--- src/pbseq_pkg.sv ---
// Overview of operation
// [RL1] supply compared against thresholds at all times
// [RL2] enable only if supply high whole filter
// [RL3] enable polarity is a build option
// [RL4] button held low until host confirms
// [RL5] host confirms before the confirm window ends
// [RL6] confirm high during power-up keeps enable on
// [RL7] confirm dropped in operation turns enable off
// [RL8] button press in operation raises interrupt
// [RL9] undervoltage raises interrupt
// [RL10] both buttons long push: reset or power off
// [RL11] extra time ends on cap trip
// [RL12] second button watched only after power-up
// [RL13] reference on after reset, off in standby
// [RL14] supply-low flag per phase, released in standby
// [RL15] button status low during press filter
// [RL16] button status low for minimum pulse, then follows
// [RL17] button status ignores presses during undervoltage
// [RL18] startup: only first press seen until window
// [RL19] interrupt lasts minimum pulse, held while pressed
// [RL20] reset pulse at start-up and on long push
// [RL21] confirm low at release drops enable, else window
// [RL22] long undervoltage turns enable off
// [RL23] intervals are parameterised counters
// [RL24] standby waits for button falling edge
//
package pbseq_pkg;
    // ----------------------------------------------------------------
    // timing, in microseconds, and derived cycle counts at 100 MHz
    // ----------------------------------------------------------------
    localparam int unsigned PBSEQ_CLOCK_MHZ = 100;
    localparam int unsigned PBSEQ_FILTER_US = 30000;
    localparam int unsigned PBSEQ_WINDOW_US = 2000000;
    localparam int unsigned PBSEQ_IRQ_MIN_US = 30000;
    localparam int unsigned PBSEQ_RESET_HOLD_US = 200000;
    localparam int unsigned PBSEQ_FILTER_CYC = PBSEQ_FILTER_US * PBSEQ_CLOCK_MHZ;
    localparam int unsigned PBSEQ_WINDOW_CYC = PBSEQ_WINDOW_US * PBSEQ_CLOCK_MHZ;
    localparam int unsigned PBSEQ_IRQ_MIN_CYC = PBSEQ_IRQ_MIN_US * PBSEQ_CLOCK_MHZ;
    localparam int unsigned PBSEQ_RESET_HOLD_CYC = PBSEQ_RESET_HOLD_US * PBSEQ_CLOCK_MHZ;
    localparam int unsigned PBSEQ_CNT_W = 32;

    // ----------------------------------------------------------------
    // sequencer states
    // ----------------------------------------------------------------
    typedef enum logic [4:0] {
        PBSEQ_STANDBY = 5'b0_0001,
        PBSEQ_FILTER = 5'b0_0010,
        PBSEQ_STARTUP = 5'b0_0100,
        PBSEQ_RUN = 5'b0_1000,
        PBSEQ_LATE = 5'b1_0000
    } pbseq_state_type;
endpackage : pbseq_pkg

--- src/pbseq_timer.sv ---
`timescale 1ns/1ns
// restartable up-counter: done is high once run has lasted length cycles
module pbseq_timer
    import pbseq_pkg::*;
#(
    parameter int unsigned WIDTH = PBSEQ_CNT_W
) (
    // clock and reset
    input wire logic clock,
    input wire logic rstn,
    // control
    input wire logic run,
    input wire logic [WIDTH-1:0] length,
    // status
    output logic done
);
    logic [WIDTH-1:0] count;

    always_ff @(posedge clock or negedge rstn) begin
        if (!rstn) begin
            count <= '0;
        end else if (!run) begin
            count <= '0;
        end else if (count != length) begin
            count <= count + 1'b1;
        end
    end

    assign done = run && (count == length);
endmodule : pbseq_timer

--- src/pbseq_core.sv ---
`timescale 1ns/1ns
module pbseq_core
    import pbseq_pkg::*;
#(
    parameter bit EN_ACTIVE_HIGH = 1'b1,
    parameter bit LONG_PUSH_RESETS = 1'b0,
    parameter int unsigned FILTER_CYC = PBSEQ_FILTER_CYC,
    parameter int unsigned WINDOW_CYC = PBSEQ_WINDOW_CYC,
    parameter int unsigned IRQ_MIN_CYC = PBSEQ_IRQ_MIN_CYC,
    parameter int unsigned RESET_HOLD_CYC = PBSEQ_RESET_HOLD_CYC
) (
    // clock and reset
    input wire logic clock,
    input wire logic rstn,
    // buttons and host
    input wire logic power_button_n,
    input wire logic second_reset_button_n,
    input wire logic supply_hold_confirm,
    // comparator results, synchronous
    input wire logic supply_above_upper,
    input wire logic supply_above_lower,
    input wire logic long_push_cap_tripped,
    input wire logic long_push_cap_fitted,
    // outputs
    output logic supply_switch_on,
    output logic system_reset_out_n,
    output logic host_irq_n,
    output logic button_state_out_n,
    output logic supply_low_flag_n,
    output logic supply_low_flag_oe,
    output logic ref_voltage_out_en
);
    // ----------------------------------------------------------------
    // state and timers
    // ----------------------------------------------------------------
    pbseq_state_type state;
    pbseq_state_type next_state;
    logic pb_prev;
    logic sr_prev;
    logic pressed;
    logic undervolt;
    logic enable;
    logic filt_done;
    logic win_done;
    logic rst_done;
    logic irq_done;
    logic uv_done;
    logic lp_done;
    logic rst_run;
    logic irq_run;
    logic long_armed;
    logic long_run;
    logic lp_stage;
    logic [1:0] uv_stage;
    logic in_startup;

    assign pressed = !power_button_n;
    assign undervolt = !supply_above_lower; // [RL1]
    assign in_startup = (state == PBSEQ_STARTUP) || (state == PBSEQ_LATE);

    // filter restarts whenever supply dips below the upper threshold
    pbseq_timer u_filt (.clock(clock), .rstn(rstn),
        .run((state == PBSEQ_FILTER) && pressed && supply_above_upper), // [RL2] [RL23]
        .length(PBSEQ_CNT_W'(FILTER_CYC)), .done(filt_done));
    pbseq_timer u_win (.clock(clock), .rstn(rstn), .run(in_startup),
        .length(PBSEQ_CNT_W'(WINDOW_CYC)), .done(win_done)); // [RL23]
    pbseq_timer u_rst (.clock(clock), .rstn(rstn), .run(rst_run),
        .length(PBSEQ_CNT_W'(RESET_HOLD_CYC)), .done(rst_done));
    pbseq_timer u_irq (.clock(clock), .rstn(rstn), .run(irq_run),
        .length(PBSEQ_CNT_W'(IRQ_MIN_CYC)), .done(irq_done));
    // separate staged timers serve the long push and the long undervoltage
    pbseq_timer u_lp (.clock(clock), .rstn(rstn), .run(long_run && !lp_stage),
        .length(PBSEQ_CNT_W'(FILTER_CYC)), .done(lp_done));
    pbseq_timer u_uv (.clock(clock), .rstn(rstn),
        .run((state == PBSEQ_RUN) && undervolt && uv_stage == 2'd0),
        .length(PBSEQ_CNT_W'(FILTER_CYC)), .done(uv_done));

    // ----------------------------------------------------------------
    // edge memory
    // ----------------------------------------------------------------
    always_ff @(posedge clock or negedge rstn) begin
        if (!rstn) begin
            pb_prev <= 1'b1;
            sr_prev <= 1'b1;
        end else begin
            pb_prev <= power_button_n;
            sr_prev <= second_reset_button_n;
        end
    end

    // ----------------------------------------------------------------
    // long push: both held, filter, then minimum pulse, then cap
    // ----------------------------------------------------------------
    logic lp_irq_done;
    logic long_push;
    logic uv_irq_done;
    logic uv_off;
    pbseq_timer u_lpi (.clock(clock), .rstn(rstn), .run(long_run && lp_stage),
        .length(PBSEQ_CNT_W'(IRQ_MIN_CYC)), .done(lp_irq_done));
    pbseq_timer u_uvi (.clock(clock), .rstn(rstn),
        .run((state == PBSEQ_RUN) && undervolt && uv_stage == 2'd1),
        .length(PBSEQ_CNT_W'(IRQ_MIN_CYC)), .done(uv_irq_done));
    // no cap fitted: recognised right when the minimum pulse expires
    assign long_push = lp_irq_done && (!long_push_cap_fitted || long_push_cap_tripped); // [RL11]
    assign uv_off = (uv_stage == 2'd2) && undervolt
        && (!long_push_cap_fitted || long_push_cap_tripped); // [RL22]

    always_ff @(posedge clock or negedge rstn) begin
        if (!rstn) begin
            long_armed <= 1'b0;
            long_run <= 1'b0;
            lp_stage <= 1'b0;
        end else if (state != PBSEQ_RUN || power_button_n || second_reset_button_n) begin
            long_armed <= (state == PBSEQ_RUN) && long_armed && !second_reset_button_n;
            long_run <= 1'b0;
            lp_stage <= 1'b0;
            if (state == PBSEQ_RUN && sr_prev && !second_reset_button_n) begin
                long_armed <= 1'b1; // [RL12]
            end
        end else begin
            if (sr_prev && !second_reset_button_n) begin
                long_armed <= 1'b1; // [RL12]
            end
            long_run <= long_armed || (sr_prev && !second_reset_button_n); // [RL10]
            if (lp_done) begin
                lp_stage <= 1'b1;
            end
            if (long_push) begin
                long_run <= 1'b0;
                long_armed <= 1'b0;
            end
        end
    end

    // undervoltage stage: filter, then minimum pulse, then cap delay
    always_ff @(posedge clock or negedge rstn) begin
        if (!rstn) begin
            uv_stage <= 2'd0;
        end else if (state != PBSEQ_RUN || !undervolt) begin
            uv_stage <= 2'd0;
        end else if (uv_stage == 2'd0 && uv_done) begin
            uv_stage <= 2'd1;
        end else if (uv_stage == 2'd1 && uv_irq_done) begin
            uv_stage <= 2'd2;
        end
    end

    // ----------------------------------------------------------------
    // sequencer
    // ----------------------------------------------------------------
    always_comb begin
        next_state = state;
        case (state)
            PBSEQ_STANDBY: begin
                if (pb_prev && pressed) begin
                    next_state = PBSEQ_FILTER; // [RL24]
                end
            end
            PBSEQ_FILTER: begin
                if (!pressed) begin
                    next_state = PBSEQ_STANDBY;
                end else if (filt_done) begin
                    next_state = PBSEQ_STARTUP; // [RL2]
                end
            end
            PBSEQ_STARTUP: begin
                if (!pressed) begin
                    // confirm low at release drops power at once
                    next_state = supply_hold_confirm ? PBSEQ_LATE : PBSEQ_STANDBY; // [RL21] [RL6]
                end else if (win_done) begin
                    next_state = supply_hold_confirm ? PBSEQ_RUN : PBSEQ_STANDBY; // [RL21]
                end
            end
            PBSEQ_LATE: begin
                // released and confirmed: run once the window has passed
                if (!supply_hold_confirm) begin
                    next_state = PBSEQ_STANDBY; // [RL7]
                end else if (win_done) begin
                    next_state = PBSEQ_RUN; // [RL18]
                end
            end
            PBSEQ_RUN: begin
                if (!supply_hold_confirm || uv_off) begin
                    next_state = PBSEQ_STANDBY; // [RL7] [RL22]
                end else if (long_push && !LONG_PUSH_RESETS) begin
                    next_state = PBSEQ_STANDBY; // [RL10]
                end
            end
            default: next_state = PBSEQ_STANDBY;
        endcase
    end

    always_ff @(posedge clock or negedge rstn) begin
        if (!rstn) begin
            state <= PBSEQ_STANDBY;
        end else begin
            state <= next_state;
        end
    end

    assign enable = (next_state == PBSEQ_STARTUP) || (next_state == PBSEQ_LATE)
        || (next_state == PBSEQ_RUN); // [RL2]

    // ----------------------------------------------------------------
    // reset pulse and reference
    // ----------------------------------------------------------------
    always_ff @(posedge clock or negedge rstn) begin
        if (!rstn) begin
            rst_run <= 1'b0;
        end else if (state == PBSEQ_FILTER && next_state == PBSEQ_STARTUP) begin
            rst_run <= 1'b1; // [RL20]
        end else if (state == PBSEQ_RUN && long_push && LONG_PUSH_RESETS) begin
            rst_run <= 1'b1; // [RL20] [RL10]
        end else if (rst_done || next_state == PBSEQ_STANDBY) begin
            rst_run <= 1'b0;
        end
    end

    always_ff @(posedge clock or negedge rstn) begin
        if (!rstn) begin
            ref_voltage_out_en <= 1'b0;
        end else if (next_state == PBSEQ_STANDBY) begin
            ref_voltage_out_en <= 1'b0; // [RL13]
        end else if (!rst_run && !system_reset_out_n) begin
            ref_voltage_out_en <= 1'b1; // [RL13] on as the reset pin releases
        end
    end

    // ----------------------------------------------------------------
    // interrupt and button status
    // ----------------------------------------------------------------
    logic press_run;
    logic press_ok;
    pbseq_timer u_prs (.clock(clock), .rstn(rstn), .run(press_run && pressed),
        .length(PBSEQ_CNT_W'(FILTER_CYC)), .done(press_ok));

    // a press in operation is qualified by the filter, unless under undervoltage
    always_ff @(posedge clock or negedge rstn) begin
        if (!rstn) begin
            press_run <= 1'b0;
        end else if (state != PBSEQ_RUN || !pressed || irq_run) begin
            press_run <= 1'b0;
        end else if (pb_prev && !undervolt) begin
            press_run <= 1'b1; // [RL17]
        end
    end

    // minimum pulse starts from the first cause, released once done and cause gone
    always_ff @(posedge clock or negedge rstn) begin
        if (!rstn) begin
            irq_run <= 1'b0;
        end else if (state != PBSEQ_RUN) begin
            irq_run <= 1'b0;
        end else if (press_ok || (undervolt && !irq_run)) begin
            irq_run <= 1'b1; // [RL8] [RL9]
        end else if (irq_done && !pressed && !undervolt) begin
            irq_run <= 1'b0; // [RL19]
        end
    end

    logic press_irq;
    always_ff @(posedge clock or negedge rstn) begin
        if (!rstn) begin
            press_irq <= 1'b0;
        end else if (press_ok) begin
            press_irq <= 1'b1;
        end else if (!irq_run) begin
            press_irq <= 1'b0;
        end
    end

    always_ff @(posedge clock or negedge rstn) begin
        if (!rstn) begin
            host_irq_n <= 1'b1;
            button_state_out_n <= 1'b1;
        end else begin
            host_irq_n <= !(irq_run && (state == PBSEQ_RUN)); // [RL19]
            // start-up: only the first press, held until window ends
            button_state_out_n <= !((next_state == PBSEQ_FILTER)
                || (state == PBSEQ_STARTUP && pressed) // [RL15] [RL18]
                || (press_run && pressed) || (irq_run && press_irq)); // [RL16]
        end
    end

    // ----------------------------------------------------------------
    // registered pin drive
    // ----------------------------------------------------------------
    always_ff @(posedge clock or negedge rstn) begin
        if (!rstn) begin
            supply_switch_on <= !EN_ACTIVE_HIGH;
            system_reset_out_n <= 1'b1;
            supply_low_flag_n <= 1'b1;
            supply_low_flag_oe <= 1'b0;
        end else begin
            supply_switch_on <= enable ~^ EN_ACTIVE_HIGH; // [RL3]
            system_reset_out_n <= !rst_run;
            supply_low_flag_n <= (state == PBSEQ_RUN) ? !undervolt : supply_above_upper; // [RL14]
            supply_low_flag_oe <= (next_state != PBSEQ_STANDBY); // [RL14]
        end
    end

    // ----------------------------------------------------------------
    // checks
    // ----------------------------------------------------------------
    chk_standby_off: assert property (@(posedge clock) disable iff (!rstn) // [RL24]
        state == PBSEQ_STANDBY |=> (supply_switch_on == !EN_ACTIVE_HIGH))
        else $error("enable active in standby");
    chk_confirm_drop: assert property (@(posedge clock) disable iff (!rstn) // [RL7]
        (state == PBSEQ_RUN && !supply_hold_confirm) |=> state == PBSEQ_STANDBY)
        else $error("confirm low did not end operation");
    chk_release_unconf: assert property (@(posedge clock) disable iff (!rstn) // [RL21]
        (state == PBSEQ_STARTUP && !pressed && !supply_hold_confirm) |=> ##1
        supply_switch_on == !EN_ACTIVE_HIGH)
        else $error("release without confirm kept power");
    chk_filter_supply: assert property (@(posedge clock) disable iff (!rstn) // [RL2]
        (state == PBSEQ_FILTER && !supply_above_upper) |=> state != PBSEQ_STARTUP)
        else $error("start-up despite low supply");
    chk_irq_startup: assert property (@(posedge clock) disable iff (!rstn) // [RL19]
        in_startup |=> host_irq_n)
        else $error("interrupt during power-up");
    chk_reset_start: assert property (@(posedge clock) disable iff (!rstn) // [RL20]
        (state == PBSEQ_FILTER && next_state == PBSEQ_STARTUP) |=> ##1 !system_reset_out_n)
        else $error("no reset at start-up");
    chk_flag_float: assert property (@(posedge clock) disable iff (!rstn) // [RL14]
        state == PBSEQ_STANDBY && $past(state) == PBSEQ_STANDBY |-> !supply_low_flag_oe)
        else $error("supply flag driven in standby");
    chk_ref_standby: assert property (@(posedge clock) disable iff (!rstn) // [RL13]
        (state == PBSEQ_STANDBY && $past(state) == PBSEQ_STANDBY) |-> !ref_voltage_out_en)
        else $error("reference on in standby");
    chk_irq_uv: assert property (@(posedge clock) disable iff (!rstn) // [RL9]
        (state == PBSEQ_RUN && undervolt && supply_hold_confirm) [*2] |=> !host_irq_n)
        else $error("undervoltage gave no interrupt");
endmodule : pbseq_core

--- config.mk ---
export PLATFORM = sky130hd
export DESIGN_NAME = pbseq_core
export DESIGN_NICKNAME = d
export VERILOG_FILES = /design/src/pbseq_pkg.sv /design/src/pbseq_timer.sv /design/src/pbseq_core.sv
export SDC_FILE = /design/constraint.sdc
export NUM_CORES = 1
export LEC_CHECK = 0
export BUFFER_PORTS_ARGS = -buffer_cell sky130_fd_sc_hd__buf_2
export CORE_MARGIN = 3
export CORE_UTILIZATION = 49
export DETAILED_ROUTE_END_ITERATION = 6
export GPL_TIMING_DRIVEN = 0
export HOLD_SLACK_MARGIN = 0.15
export PLACE_DENSITY_LB_ADDON = 0.3
export SYNTH_ARGS = -nofsm -noshare
export SYNTH_HDL_FRONTEND = slang
export SYNTH_SLANG_ARGS = --single-unit
export TNS_END_PERCENT = 30
--- constraint.sdc ---
create_clock -name clock -period 2.65 [get_ports clock]
set_input_delay 0.265 -clock clock [delete_from_list [all_inputs] [get_ports clock]]
set_output_delay 0.265 -clock clock [all_outputs]
set_load 0.01 [all_outputs]
==> impl_metrics.csv <==
group,metric,value,unit
worst_setup_path,required,3010,ps
drt,via_per_inst,5.505,
cts,cts_buffers,35,
global_routing,grt_overflow,0,
pwr,pwr-share-clk,48.3,%
global_routing,grt_pass1_vias,11691,
pwr,power_switching_share,21.71,%
global_routing,antenna_found_initial,0,
finish,syn_to_final_growth,12.07,%
worst_setup_path,cp-start-kind,"flip-flop",
drt,wl,31.58,mm
pwr,p_int,7702,uW
cts,clockRootBuffer,"clkbuf_16",
timing,worst_slew_pin_slew,1083,ps
timing,rsz0062_at_grt,"yes",
synth,ys_top_cells_by_area,"dfrtp_1, xor2_1, nor2_1",
die,rows,64,
worst_setup_path,crit_type,"reg2reg",
pwr,powerDensity,560.7,nW/um2
timing,tns,0,ps
die,die_area,34130,um2
finish,finish.net_count,1744,
timing,skew,22.96,ps
pwr,vdd_drop_max,0.4385,mV
pwr,leakage,0.006805,uW
placement,portBuffers,15,
worst_setup_path,crit_buf_inv,2,
timing,period_share,96.29,%
die,core,31070,um2
cts,clock_latency,520,ps
pwr,combPwrFrac,2.8,%
worst_setup_path,cp_slowest_cell,"or4_1",
die,die_x,184.8,um
cts,path_clk_slew,60,ps
synth,syn-mean-instance-area,9.471,um2
timing,max_slew_margin,27.12,%
cts,clock_path_buffers,3,
timing,fmax,391.9,MHz
synth,synth_top_area_cell,"dfrtp_1",
placement,dp_hpwl,21.15,mm
worst_setup_path,path_cells,"nor4_1, nand4b_1, or4_1, clkbuf_4, or3_1, and4_4, inv_4, o31ai_1",
synth,synthCells,1653,
drt,postRouteAntennaNets,0,
die,io_pins,16,
finish,antenna_cells,0,
timing,slew_viol_final,0,
finish,post-route-util,56.47,%
cts,cts_tree,"built",
global_routing,track_usage,18.98,%
synth,syn_area,15660,um2
cts,htreeDepth,2,
drt,detail_route.wl_per_cell,14.76,um
pwr,p_sw,2135,uW
synth,ys_warn_count,0,
synth,ys_ff_latch,311,
synth,ys_types,58,
run_status,outcome,"finished clean",
timing,hold_viol,0,
cts,cts_sinks,311,
synth,synth-main-ff-cell,"dfrtp_1",
drt,drt-pass1-iter-count,6,
synth,synth_fp_nets,1680,
worst_setup_path,end_kind,"flip-flop",
global_routing,grt_pass1_wl,55.34,mm
placement,gp_congestion,0.8061,
timing,setup_viol,0,
pwr,power_frac_seq,48.8,%
worst_setup_path,crit_path_max_incr_delay,570,ps
synth,ys_seq_area_share,49.76,%
worst_setup_path,crit_arrival,2910,ps
global_routing,grt_max_degree,117,
die,start_util,50.39,%
timing,hold_slack,245.4,ps
timing,fin_crit,2552,ps
drt,drt_iter0_markers,660,
synth,synth_edf_count,0,
synth,synth_top_area_share,48.59,%
job,drv_cap,0,
hold_path,hold_path.class,"in2reg",
worst_setup_path,cp_top_family,"simple AND/OR/NAND/NOR gates",
worst_setup_path,path_max_fanout,7,
die,die_h,184.8,um
drt,vias,11775,
synth,async_flop_share,100.0,%
drt,drc_errors,0,
finish,post_route_cells_drive_above_1_share,6.368,%
## final cells by class
type | instances | area (um2)
flip-flops and latches | 311 | 7791
well taps | 396 | 495.5
plain buffers | 42 | 163.9
clock buffers | 48 | 997.2
repair buffers | 27 | 235.2
clock inverters | 15 | 130.1
multi-input cells | 1241 | 7508
fillers | 2742 | 13520
inverters | 59 | 224.0
## registers in the layout (all words and copies together) (netlist names), 2 cells and up
name / cells
u_filt.count: 32
u_lp.count: 32
u_rst.count: 32
u_irq.count: 32
u_prs.count: 32
uv_stage: 2
u_uvi.count: 32
u_lpi.count: 32
u_win.count: 32
state: 5
u_uv.count: 32
## metrics by stage
stage,instance area (um2),instances,total power (uW),worst slack [ps]
after floorplan,15660,1653,4991,380.3
after global placement,16230,2064,5150,-4642
after detailed placement,16290,2066,5163,26.45
after CTS,17510,2138,9962,21.50
after global routing,17550,2139,10200,1.443
final,17550,2139,9837,98.40
## per-layer routing
| metal | vias to the layer above | global-route usage, % | share of wire (%) |
|---|---|---|---|
| li1 | 5810 | - | - |
| met1 | 5753 | 26.92 | 49 |
| met2 | 164 | 31.02 | 47 |
| met3 | 48 | 2.289 | 2.8 |
| met4 | 0 | 5.342 | 2.0 |
| met5 | - | 0 | 0 |
## path summary, 6_finish.rpt
check | depth (start not counted) | slack, ps | from | to
max in group asynchronous | 3 | 1290 | rstn | u_rst.count[11]
worst max-delay path | 8 | 100 | u_win.count[18] | rst_run
worst max register to register | 8 | 100 | u_win.count[18] | rst_run
min in group asynchronous | 2 | 340 | rstn | u_lp.count[20]
worst min register to register | 1 | 440 | press_irq | button_state_out_n
worst min-delay path | 4 | 250 | long_push_cap_fitted | long_run
## cells in the mapped netlist (13+ instances only)
library cell	instances
nand4_1	74
inv_1	58
dfrtp_1	304
ha_1	18
nor3_1	42
a21oi_1	40
nor4b_1	13
and3_1	37
xnor2_1	109
nand3_1	106
nor2_1	288
and2_1	27
clkbuf_1	36
xor2_1	130
and4_1	19
nor4_1	49
or3_1	40
nor2b_1	16
o21ai_0	37
nand2_1	110
## power by group through the flow
| stage | logic (uW) | registers (uW) | clock network, uW |
|---|---|---|---|
| after global placement | 258 | 4890 | 0 |
| after floorplan | 100 | 4890 | 0 |
| after global routing | 313 | 4800 | 5080 |
| after detailed placement | 272 | 4890 | 0 |
| final | 276 | 4800 | 4760 |
| after CTS | 283 | 4800 | 4870 |
## cells by family after synthesis
logic type	share of synthesized area [%]
AO/OA/AOI/OAI	3.716
AND/OR/NAND/NOR	28.69
XOR/XNOR	13.37
flip-flops	49.76
multiplexers	0.5754
adder cells (fa/ha/maj)	1.439
buffers and inverters	2.445
## placed cells by master (no fill, tap or decap), drive strengths merged, types with 3 or more instances in the layout
master / count
a21oi: 40
o211ai: 3
mux2i: 9
dlygate4sd3: 8
o21ai: 38
nor4b: 15
or4: 7
nand2: 110
nor4: 55
nor3b: 3
nor3: 44
buf: 24
nand2b: 10
clkbuf: 85
or3: 41
and4: 21
or2: 5
a21boi: 10
xnor2: 109
nand4: 75
ha: 18
xor2: 130
dfstp: 7
and2: 28
nor2: 288
nand3: 107
and3: 37
clkinv: 11
dfrtp: 304
inv: 59
nand3b: 3
nor2b: 16
## worst reg2reg max path: stages, from the launching register on
cell and delay (ps):
dfrtp_1 450, nor4_1 360, nand4b_1 140, or4_1 570
clkbuf_4 190, or3_1 350, and4_4 200, inv_4 80
o31ai_1 70
## timing repair
action | 4_1_cts | 5_1_grt
buffers inserted | 1 | 1
pin swaps | 0 | 2
gates resized for setup | 0 | 7
endpoints found under the hold margin | 89 | 0
setup endpoints to repair | 1 | 6
hold buffers | 8 | 0
No activity file was read; power rests on OpenSTA's default activity.
